--- src/design/irq_group_pkg.sv ---
// Package: register offsets, bit positions and reset values of the interrupt group slice
package irq_group_pkg;
   localparam int          DATA_W            = 32;               // Register width
   localparam int          ADDR_W            = 8;                // Byte address width
   localparam logic [7:0]  SERIAL_RESULT_OFS = 8'h58;            // Serial-bus group result
   localparam logic [7:0]  PMDMA_SOURCE_OFS  = 8'h64;            // Group source
   localparam logic [7:0]  PMDMA_ENABLE_OFS  = 8'h68;            // Group enable
   localparam logic [7:0]  PMDMA_RESULT_OFS  = 8'h6C;            // Group result
   localparam logic [31:0] REG_RESET         = 32'h0000_0000;    // Reset value of all registers
   localparam int          PM_CTL2_BIT       = 0;                // Control-two write event
   localparam int          PM_EN2_BIT        = 1;                // Enable-two write event
   localparam int          PM_STS2_BIT       = 2;                // Status-two write event
   localparam int          DMA_TOP_BIT       = 23;               // Channel 0 position
   localparam int          DMA_LOW_BIT       = 16;               // Channel 7 position
   localparam int          HELPER_BIT        = 31;               // Normalize helper bit
   localparam logic [31:0] SOURCE_LIVE_MASK  = 32'h00FF_0007;    // Non-reserved bits
   localparam logic [31:0] SERIAL_LIVE_MASK  = 32'h0003_FFFF;    // Serial-bus group bits 17:0
   localparam logic [31:0] IRQ_LOW_MASK      = 32'h7FFF_FFFF;    // Result bits 30:0
endpackage : irq_group_pkg

--- src/design/interrupt_group_aggregator.sv ---
// Top: serial-bus result and power-management/DMA group source, enable and result
`timescale 1ns/100ps
module interrupt_group_aggregator #(
   parameter int DMA_CHANNELS = 8                                  // DMA channels served
) (
   input  wire logic                                 MCLK_I,      // 50 MHz clock
   input  wire logic                                 RSTN_I,      // System reset, active low
   input  wire logic [irq_group_pkg::ADDR_W-1:0]     ADDR_I,      // Peripheral bus address
   input  wire logic                                 WR_I,        // Write strobe
   input  wire logic                                 RD_I,        // Read strobe
   input  wire logic [irq_group_pkg::DATA_W-1:0]     WDATA_I,     // Write data
   input  wire logic [irq_group_pkg::DATA_W-1:0]     SERIAL_STATUS_I, // Serial group source&enable
   input  wire logic                                 PM_CTL2_WR_I,    // Host wrote control two
   input  wire logic                                 PM_EN2_WR_I,     // Host wrote enable two
   input  wire logic                                 PM_STS2_WR_I,    // Host wrote status two
   input  wire logic [DMA_CHANNELS-1:0]              DMA_DONE_I,      // Channel requests
   output logic      [irq_group_pkg::DATA_W-1:0]     RDATA_O,     // Registered read data
   output logic                                      SERIAL_IRQ_O,// Serial group interrupt
   output logic                                      PMDMA_IRQ_O  // Pm/DMA group interrupt
);
   import irq_group_pkg::*;

   // Register map on the controller peripheral bus (byte offsets):
   //   0x58  serial-bus group result: bits 17:0 follow the outside source/enable AND
   //   0x64  pm/DMA group source: sticky event bits, write one to clear
   //   0x68  pm/DMA group enable: plain read-write on the live bits
   //   0x6C  pm/DMA group result: source AND enable, bit 31 read-write helper
   // Limitation: the serial-bus group's source and enable live outside this block

   // Channel count must fill the channel field exactly; a shorter vector would
   // leave source bits that no event can ever set
   if (DMA_CHANNELS != DMA_TOP_BIT - DMA_LOW_BIT + 1) begin : g_chk_channels
      $error("DMA_CHANNELS must equal the width of the channel field");
   end

   // Result views and masks are laid out for one 32-bit register word
   if (DATA_W != 32) begin : g_chk_width
      $error("DATA_W must be 32");
   end

   // Every register offset must be reachable on the address bus
   if (ADDR_W < 8) begin : g_chk_addr
      $error("ADDR_W too narrow for the register offsets");
   end

   // Channel bits must sit above the host-write bits, or the two would overlap
   if (DMA_LOW_BIT <= PM_STS2_BIT) begin : g_chk_fields
      $error("Channel field overlaps the host-write bits");
   end

   // The helper bit must stay out of the live source bits, or a write to the
   // result register could raise the group output
   if (SOURCE_LIVE_MASK[HELPER_BIT] != 1'b0) begin : g_chk_helper
      $error("Helper bit overlaps a live source bit");
   end

   // The serial-bus live field must leave the helper bit free as well
   if (SERIAL_LIVE_MASK[HELPER_BIT] != 1'b0) begin : g_chk_serial
      $error("Helper bit overlaps a serial-bus source bit");
   end

   // Event and register state
   logic [DATA_W-1:0] set_vec;              // Event bits raised this cycle
   logic [DATA_W-1:0] clear_vec;            // Source bits software clears this cycle
   logic [DATA_W-1:0] source;               // Sticky source register
   logic [DATA_W-1:0] next_source;          // Next source value
   logic [DATA_W-1:0] enable;               // Enable register
   logic [DATA_W-1:0] next_enable;          // Next enable value
   logic              helper_pm;            // Pm/DMA normalize helper bit
   logic              next_helper_pm;       // Next pm/DMA helper bit
   logic              helper_sb;            // Serial-bus normalize helper bit
   logic              next_helper_sb;       // Next serial-bus helper bit

   // Decoded strobes and views
   logic              wr_source;            // Write to the source register
   logic              wr_enable;            // Write to the enable register
   logic              wr_result_pm;         // Write to the pm/DMA result register
   logic              wr_result_sb;         // Write to the serial-bus result register
   logic              rd_source;            // Read of the source register
   logic              rd_enable;            // Read of the enable register
   logic              rd_result_pm;         // Read of the pm/DMA result register
   logic              rd_result_sb;         // Read of the serial-bus result register
   wire  [DATA_W-1:0] result_pm;            // Pm/DMA result view
   wire  [DATA_W-1:0] result_sb;            // Serial-bus result view
   logic [DATA_W-1:0] next_rdata;           // Read mux output
   logic              next_pm_irq;          // Next group output
   logic              next_sb_irq;          // Next serial output

   // Address decode shared by the write and read paths
   function automatic logic hit(input logic [ADDR_W-1:0] a, input logic [7:0] ofs);
      hit = (a == ofs);
   endfunction : hit

   // Request test over bits 30:0; the helper bit carries no event and is left out
   function automatic logic any_request(input logic [DATA_W-1:0] view);
      any_request = |(view & IRQ_LOW_MASK);
   endfunction : any_request

   // Event mapper: places host writes and channel completions at their source bits
   irq_event_map #(.DMA_CHANNELS(DMA_CHANNELS)) u_map (
      .pm_control_two_written_i (PM_CTL2_WR_I),
      .pm_enable_two_written_i  (PM_EN2_WR_I),
      .pm_status_two_written_i  (PM_STS2_WR_I),
      .dma_done_i               (DMA_DONE_I),
      .set_vec_o                (set_vec)
   );

   // Result views, one generated bit per source position; a result bit follows
   // its source and enable bits with no clock in between
   for (genvar b = 0; b < HELPER_BIT; b++) begin : g_result
      assign result_pm[b] = source[b] & enable[b];
      assign result_sb[b] = SERIAL_STATUS_I[b] & SERIAL_LIVE_MASK[b];
   end
   // Bit 31 is the helper bit, never an event
   assign result_pm[HELPER_BIT] = helper_pm;
   assign result_sb[HELPER_BIT] = helper_sb;

   // Bus decode; an unmapped address selects nothing, so its write is dropped
   always_comb begin
      wr_source    = WR_I && hit(ADDR_I, PMDMA_SOURCE_OFS);
      wr_enable    = WR_I && hit(ADDR_I, PMDMA_ENABLE_OFS);
      wr_result_pm = WR_I && hit(ADDR_I, PMDMA_RESULT_OFS);
      wr_result_sb = WR_I && hit(ADDR_I, SERIAL_RESULT_OFS);
      rd_source    = RD_I && hit(ADDR_I, PMDMA_SOURCE_OFS);
      rd_enable    = RD_I && hit(ADDR_I, PMDMA_ENABLE_OFS);
      rd_result_pm = RD_I && hit(ADDR_I, PMDMA_RESULT_OFS);
      rd_result_sb = RD_I && hit(ADDR_I, SERIAL_RESULT_OFS);
      clear_vec    = REG_RESET;
      if (wr_source) begin
         // Reserved bits ignore the write, only live bits are cleared
         clear_vec = WDATA_I & SOURCE_LIVE_MASK;
      end
   end

   // Source and enable next values; a hardware set wins over a same-cycle clear,
   // so an event that lands while software acknowledges the last one is kept
   always_comb begin
      next_source = (source & ~clear_vec) | set_vec;
      next_source = next_source & SOURCE_LIVE_MASK;
      next_enable = enable;
      if (wr_enable) begin
         next_enable = WDATA_I & SOURCE_LIVE_MASK;
      end
   end

   // Source and enable registers, cleared by the system reset
   always_ff @(posedge MCLK_I) begin
      if (!RSTN_I) begin
         source <= REG_RESET;
         enable <= REG_RESET;
      end else begin
         source <= next_source;
         enable <= next_enable;
      end
   end

   // Helper bits keep bit 31 of the last word software wrote to their result register; they never raise an output
   always_comb begin
      next_helper_pm = helper_pm;
      next_helper_sb = helper_sb;
      if (wr_result_pm) begin
         next_helper_pm = WDATA_I[HELPER_BIT];
      end
      if (wr_result_sb) begin
         next_helper_sb = WDATA_I[HELPER_BIT];
      end
   end

   // Helper bit registers
   always_ff @(posedge MCLK_I) begin
      if (!RSTN_I) begin
         helper_pm <= REG_RESET[HELPER_BIT];
         helper_sb <= REG_RESET[HELPER_BIT];
      end else begin
         helper_pm <= next_helper_pm;
         helper_sb <= next_helper_sb;
      end
   end

   // Read mux and interrupt levels; a read sees the state before any write of the
   // same cycle, and an idle or unmapped read returns zero
   always_comb begin
      next_rdata = REG_RESET;
      if (rd_source) begin
         next_rdata = source;
      end else if (rd_enable) begin
         next_rdata = enable;
      end else if (rd_result_pm) begin
         next_rdata = result_pm;
      end else if (rd_result_sb) begin
         next_rdata = result_sb;
      end else begin
         // Unmapped address or no read at all
         next_rdata = REG_RESET;
      end
      next_pm_irq = any_request(result_pm);
      next_sb_irq = any_request(result_sb);
   end

   // Output registers; the interrupt levels lag the state by one cycle, which
   // keeps every output straight from a flip-flop
   always_ff @(posedge MCLK_I) begin
      if (!RSTN_I) begin
         RDATA_O      <= REG_RESET;
         PMDMA_IRQ_O  <= REG_RESET[0];
         SERIAL_IRQ_O <= REG_RESET[0];
      end else begin
         RDATA_O      <= next_rdata;
         PMDMA_IRQ_O  <= next_pm_irq;
         SERIAL_IRQ_O <= next_sb_irq;
      end
   end
endmodule : interrupt_group_aggregator

--- src/design/irq_event_map.sv ---
// Event mapper: gathers per-source requests into one source-set vector
`timescale 1ns/100ps
module irq_event_map #(
   parameter int DMA_CHANNELS = 8                                 // DMA channels served
) (
   input  wire logic                      pm_control_two_written_i, // Host write pulse
   input  wire logic                      pm_enable_two_written_i,  // Host write pulse
   input  wire logic                      pm_status_two_written_i,  // Host write pulse
   input  wire logic [DMA_CHANNELS-1:0]   dma_done_i,               // Channel completions
   output logic      [31:0]               set_vec_o                 // Bits to set
);
   import irq_group_pkg::*;

   // Channel count must exactly fill the documented bit field
   if (DMA_CHANNELS != DMA_TOP_BIT - DMA_LOW_BIT + 1) begin : g_chk
      $error("DMA_CHANNELS must match the channel field");
   end

   // Place every event at its source bit; reserved bits stay zero
   always_comb begin
      set_vec_o              = REG_RESET;
      set_vec_o[PM_CTL2_BIT] = pm_control_two_written_i;
      set_vec_o[PM_EN2_BIT]  = pm_enable_two_written_i;
      set_vec_o[PM_STS2_BIT] = pm_status_two_written_i;
      for (int ch = 0; ch < DMA_CHANNELS; ch++) begin
         set_vec_o[DMA_TOP_BIT - ch] = dma_done_i[ch];
      end
   end
endmodule : irq_event_map

--- config.mk ---
export PLATFORM = sky130hd
export DESIGN_NAME = interrupt_group_aggregator
export DESIGN_NICKNAME = d
export VERILOG_FILES = /design/src/design/irq_group_pkg.sv /design/src/design/interrupt_group_aggregator.sv /design/src/design/irq_event_map.sv
export SDC_FILE = /design/constraint.sdc
export NUM_CORES = 1
export LEC_CHECK = 0
export ABC_AREA = 1
export BUFFER_PORTS_ARGS = -buffer_cell sky130_fd_sc_hd__buf_2
export CORE_MARGIN = 4
export CORE_UTILIZATION = 25
export DETAILED_ROUTE_END_ITERATION = 12
export SLEW_MARGIN = 20
export SYNTH_ARGS = -nofsm -noshare
export SYNTH_HDL_FRONTEND = slang
export SYNTH_SLANG_ARGS = --single-unit
--- constraint.sdc ---
create_clock -name MCLK_I -period 1.4 [get_ports MCLK_I]
set_input_delay 0.21 -clock MCLK_I [delete_from_list [all_inputs] [get_ports MCLK_I]]
set_output_delay 0.21 -clock MCLK_I [all_outputs]
set_load 0.02 [all_outputs]
==> flow_summary_export.csv <==
group,metric,value,unit
run_status,status,"complete, no violations",
pwr,p_leak,1.55,nW
routing,vias,2166,
clock_tree,cts_resized,0,
timing,min_period,1.05,ns
global_route,grt_max_degree,23,
min_path,hold_class,"primary input to flop",
worst_setup_path,r2r_start,"source[0]",
place,dp_hpwl,4710,um
place,gp_congestion,0.772,
yosys,yosysSeqAreaShare,0.442,
clock_tree,cts.sinks,51,
routing,ant_nets,0,
yosys,synth_async_sr_flop_share,0,
clock_tree,clk_latency,0.30,ns
yosys,synth-seq-cells,51,
min_path,whs_path_depth,3,
pwr,powerDensity,903,nW/um^2
worst_setup_path,cp_data_arrival_time,1.23,ns
clock_tree,clkTransAtPathRegs,0.09,ns
global_route,grt_pass1_vias,2196,
yosys,synth_area_leaders,"dfxtp_1 44%, nand2_1 11%, inv_1 8.9%",
clock_tree,cts_buffer_depth,2,
timing,fmax,957,MHz
worst_setup_path,r2r_cells,4,
yosys,synthesis.area,2310,um^2
floorplan,die-area,10800,um^2
floorplan,io_pins,121,
cells_and_area,fin_cells,515,
flow_run,drv_cap,0,
routing,routed_via_density,4.21,
timing,finalSetupTns,0,ns
floorplan,rows,34,
timing,setup-violations-final,0,
floorplan,core,8850,um^2
timing,rsz0062_at_grt,"false",
cells_and_area,insertedDiodeCount,0,
cells_and_area,drive_gt1_frac,0.307,
pwr,power.total,0.00265,W
global_route,antenna_found_initial,0,
yosys,yosysUniqueCellTypes,28,
pwr,irDropWorstVdd,0.000343,V
timing,hold_violations,0,
yosys,synth-edff-count,0,
clock_tree,cts_htree_levels,2,
yosys,syn_inst,319,
global_route,overflow,0,
timing,skew,0.00675,ns
global_route,grt_pass1_wl,9840,um
worst_setup_path,reg2reg_to,"PMDMA_IRQ_O",
floorplan,die_y,104,um
clock_tree,clock_tree.root_cell,"clkbuf_8",
timing,slew_viol_final,0,
yosys,yosysTopAreaCell,"dfxtp_1",
place,dp.cells,507,
clock_tree,postCtsSetupBuffers,0,
clock_tree,cts_tree,"done",
clock_tree,cts_hold_buf,0,
floorplan,start_util,0.261,
min_path,hold_start,"DMA_DONE_I[7]",
routing,wirelength,5870,um
cells_and_area,area_growth,27.2,%
timing,min_period_over_period,0.747,
routing,routedWlPerCell,11.4,um
floorplan,die_w,104,um
routing,drt_iter0_markers,77,
worst_setup_path,cp_max_fo,13,
timing,fin_ws,0.355,ns
place,pre_cts_ws,0.0221,ns
min_path,whs_endpoint,"source[16]",
routing,drc_errors,0,
yosys,synth.avg_cell_area,7.24,um^2
place,io_buffer_count,79,
worst_setup_path,required,1.59,ns
cells_and_area,final_nets,493,
worst_setup_path,r2r_slack,0.40,ns
worst_setup_path,start_kind,"primary input",
routing,drt-pass1-iter-count,4,
clock_tree,cts_made_buffers,5,
yosys,yosys_warnings,0,
global_route,grtUsageTotal,0.110,
worst_setup_path,worstSetupEndpointType,"flop",
yosys,ys.flop_type,"dfxtp_1",
place,place_area,2840,um^2
cells_and_area,design_area,2940,um^2
worst_setup_path,worstSetupPathType,"primary input to flop",
yosys,yosysTopAreaCellShare,0.442,
==> report_power, final <==
group / leakage [nW] / internal, W / switching [W] / total (W)
clock network: 0.0505 / 0.000450 / 0.000466 / 0.000916
logic: 1.09 / 0.000100 / 0.000143 / 0.000243
registers: 0.415 / 0.00148 / 0.0000207 / 0.00150
==> cells by family (layout without fill, tap and decap cells) <==
kind of cell | Yosys count | count (layout) | share of synthesized area
and+or+nand+nor | 149 | 149 | 0.315
DFF | 51 | 51 | 0.442
buffers and inverters | 73 | 155 | 0.142
other | 1 | 7 | 0.00162
AOI/OAI and AO/OA | 45 | 45 | 0.0991
==> synthesized netlist by cell type, types with 2 or more instances <==
| cell | count |
|---|---|
| nor2_2 | 14 |
| nand2_1 | 69 |
| buf_4 | 9 |
| buf_2 | 3 |
| buf_6 | 2 |
| a21oi_1 | 24 |
| nand4_1 | 15 |
| nand3_1 | 11 |
| nor2_4 | 2 |
| clkbuf_1 | 2 |
| inv_1 | 55 |
| o21ai_0 | 15 |
| nand2_2 | 4 |
| nor2_1 | 26 |
| nand2_4 | 2 |
| o21ai_1 | 4 |
| dfxtp_1 | 51 |
==> cell type report <==
class / count / area [um^2]
clock buffers: 7 / 96.3
clock inverters: 1 / 7.51
fillers: 978 / 5910
inverters: 56 / 210
multi-input cells: 201 / 983
flip-flops and latches: 51 / 1020
well taps: 108 / 135
repair buffers: 91 / 485
==> critical path, stage by stage <==
cell     delay [ns]
buf_2          0.10
inv_1          0.05
nand2_2        0.07
nor2_4         0.20
nand3_1        0.14
nand2_2        0.16
nor2_4         0.06
nand2_4        0.17
nor2_1         0.06
==> metrics by stage <==
stage                      util  hold slack [ns]
after floorplan               -            0.337
after global placement    0.320            0.433
after detailed placement  0.320            0.440
after CTS                 0.332            0.120
after global routing      0.332            0.125
final                     0.332            0.131
==> layer usage <==
| layer | vias to the layer above | GRT usage | wire, um |
|---|---|---|---|
| li1 | 1147 | - | - |
| met1 | 954 | 0.131 | 2670 |
| met2 | 60 | 0.187 | 2720 |
| met3 | 5 | 0.0397 | 424 |
| met4 | 0 | 0.0285 | 55 |
| met5 | - | 0 | 0 |
==> worst max path at each step <==
| stage | start | end | slack [ns] | cells past startpoint |
|---|---|---|---|---|
| 3_3_place_gp | ADDR_I[7] | RDATA_O[1] | 0.04 | 10 |
| 6_report | ADDR_I[7] | RDATA_O[9] | 0.35 | 9 |
| 5_1_grt | ADDR_I[7] | RDATA_O[9] | 0.23 | 9 |
| 4_1_cts | ADDR_I[7] | RDATA_O[8] | 0.34 | 9 |
| 2_1_floorplan | ADDR_I[7] | source[18] | 0.25 | 10 |
| 3_5_place_dp | ADDR_I[7] | RDATA_O[8] | 0.02 | 9 |
==> layout by cell type (no fill, tap or decap) <==
cell,netlist,final
buf_2,3,79
and3_1,1,1
buf_4,9,12
a31oi_1,1,1
nand3_2,1,1
nor2_4,2,2
nand2_4,2,2
o21ai_0,15,15
inv_2,1,1
o21ai_1,4,4
nor2_1,26,26
conb_1,1,7
nand2_2,4,4
clkbuf_8,0,7
nor4_1,1,1
nand3_4,1,1
nand4_1,15,15
nor2_8,1,1
dfxtp_1,51,51
nand2_1,69,69
nor2_2,14,14
o31ai_1,1,1
nand3_1,11,11
nor3_1,1,1
inv_1,55,55
clkinvlp_4,0,1
a21oi_1,24,24
==> state kept, by name (all words and copies together), names as in the netlist <==
register	cells
enable	11
helper_sb	1
helper_pm	1
SERIAL_IRQ_O	1
PMDMA_IRQ_O	1
source	11
RDATA_O	25
No activity file was read; power rests on OpenSTA's default activity.
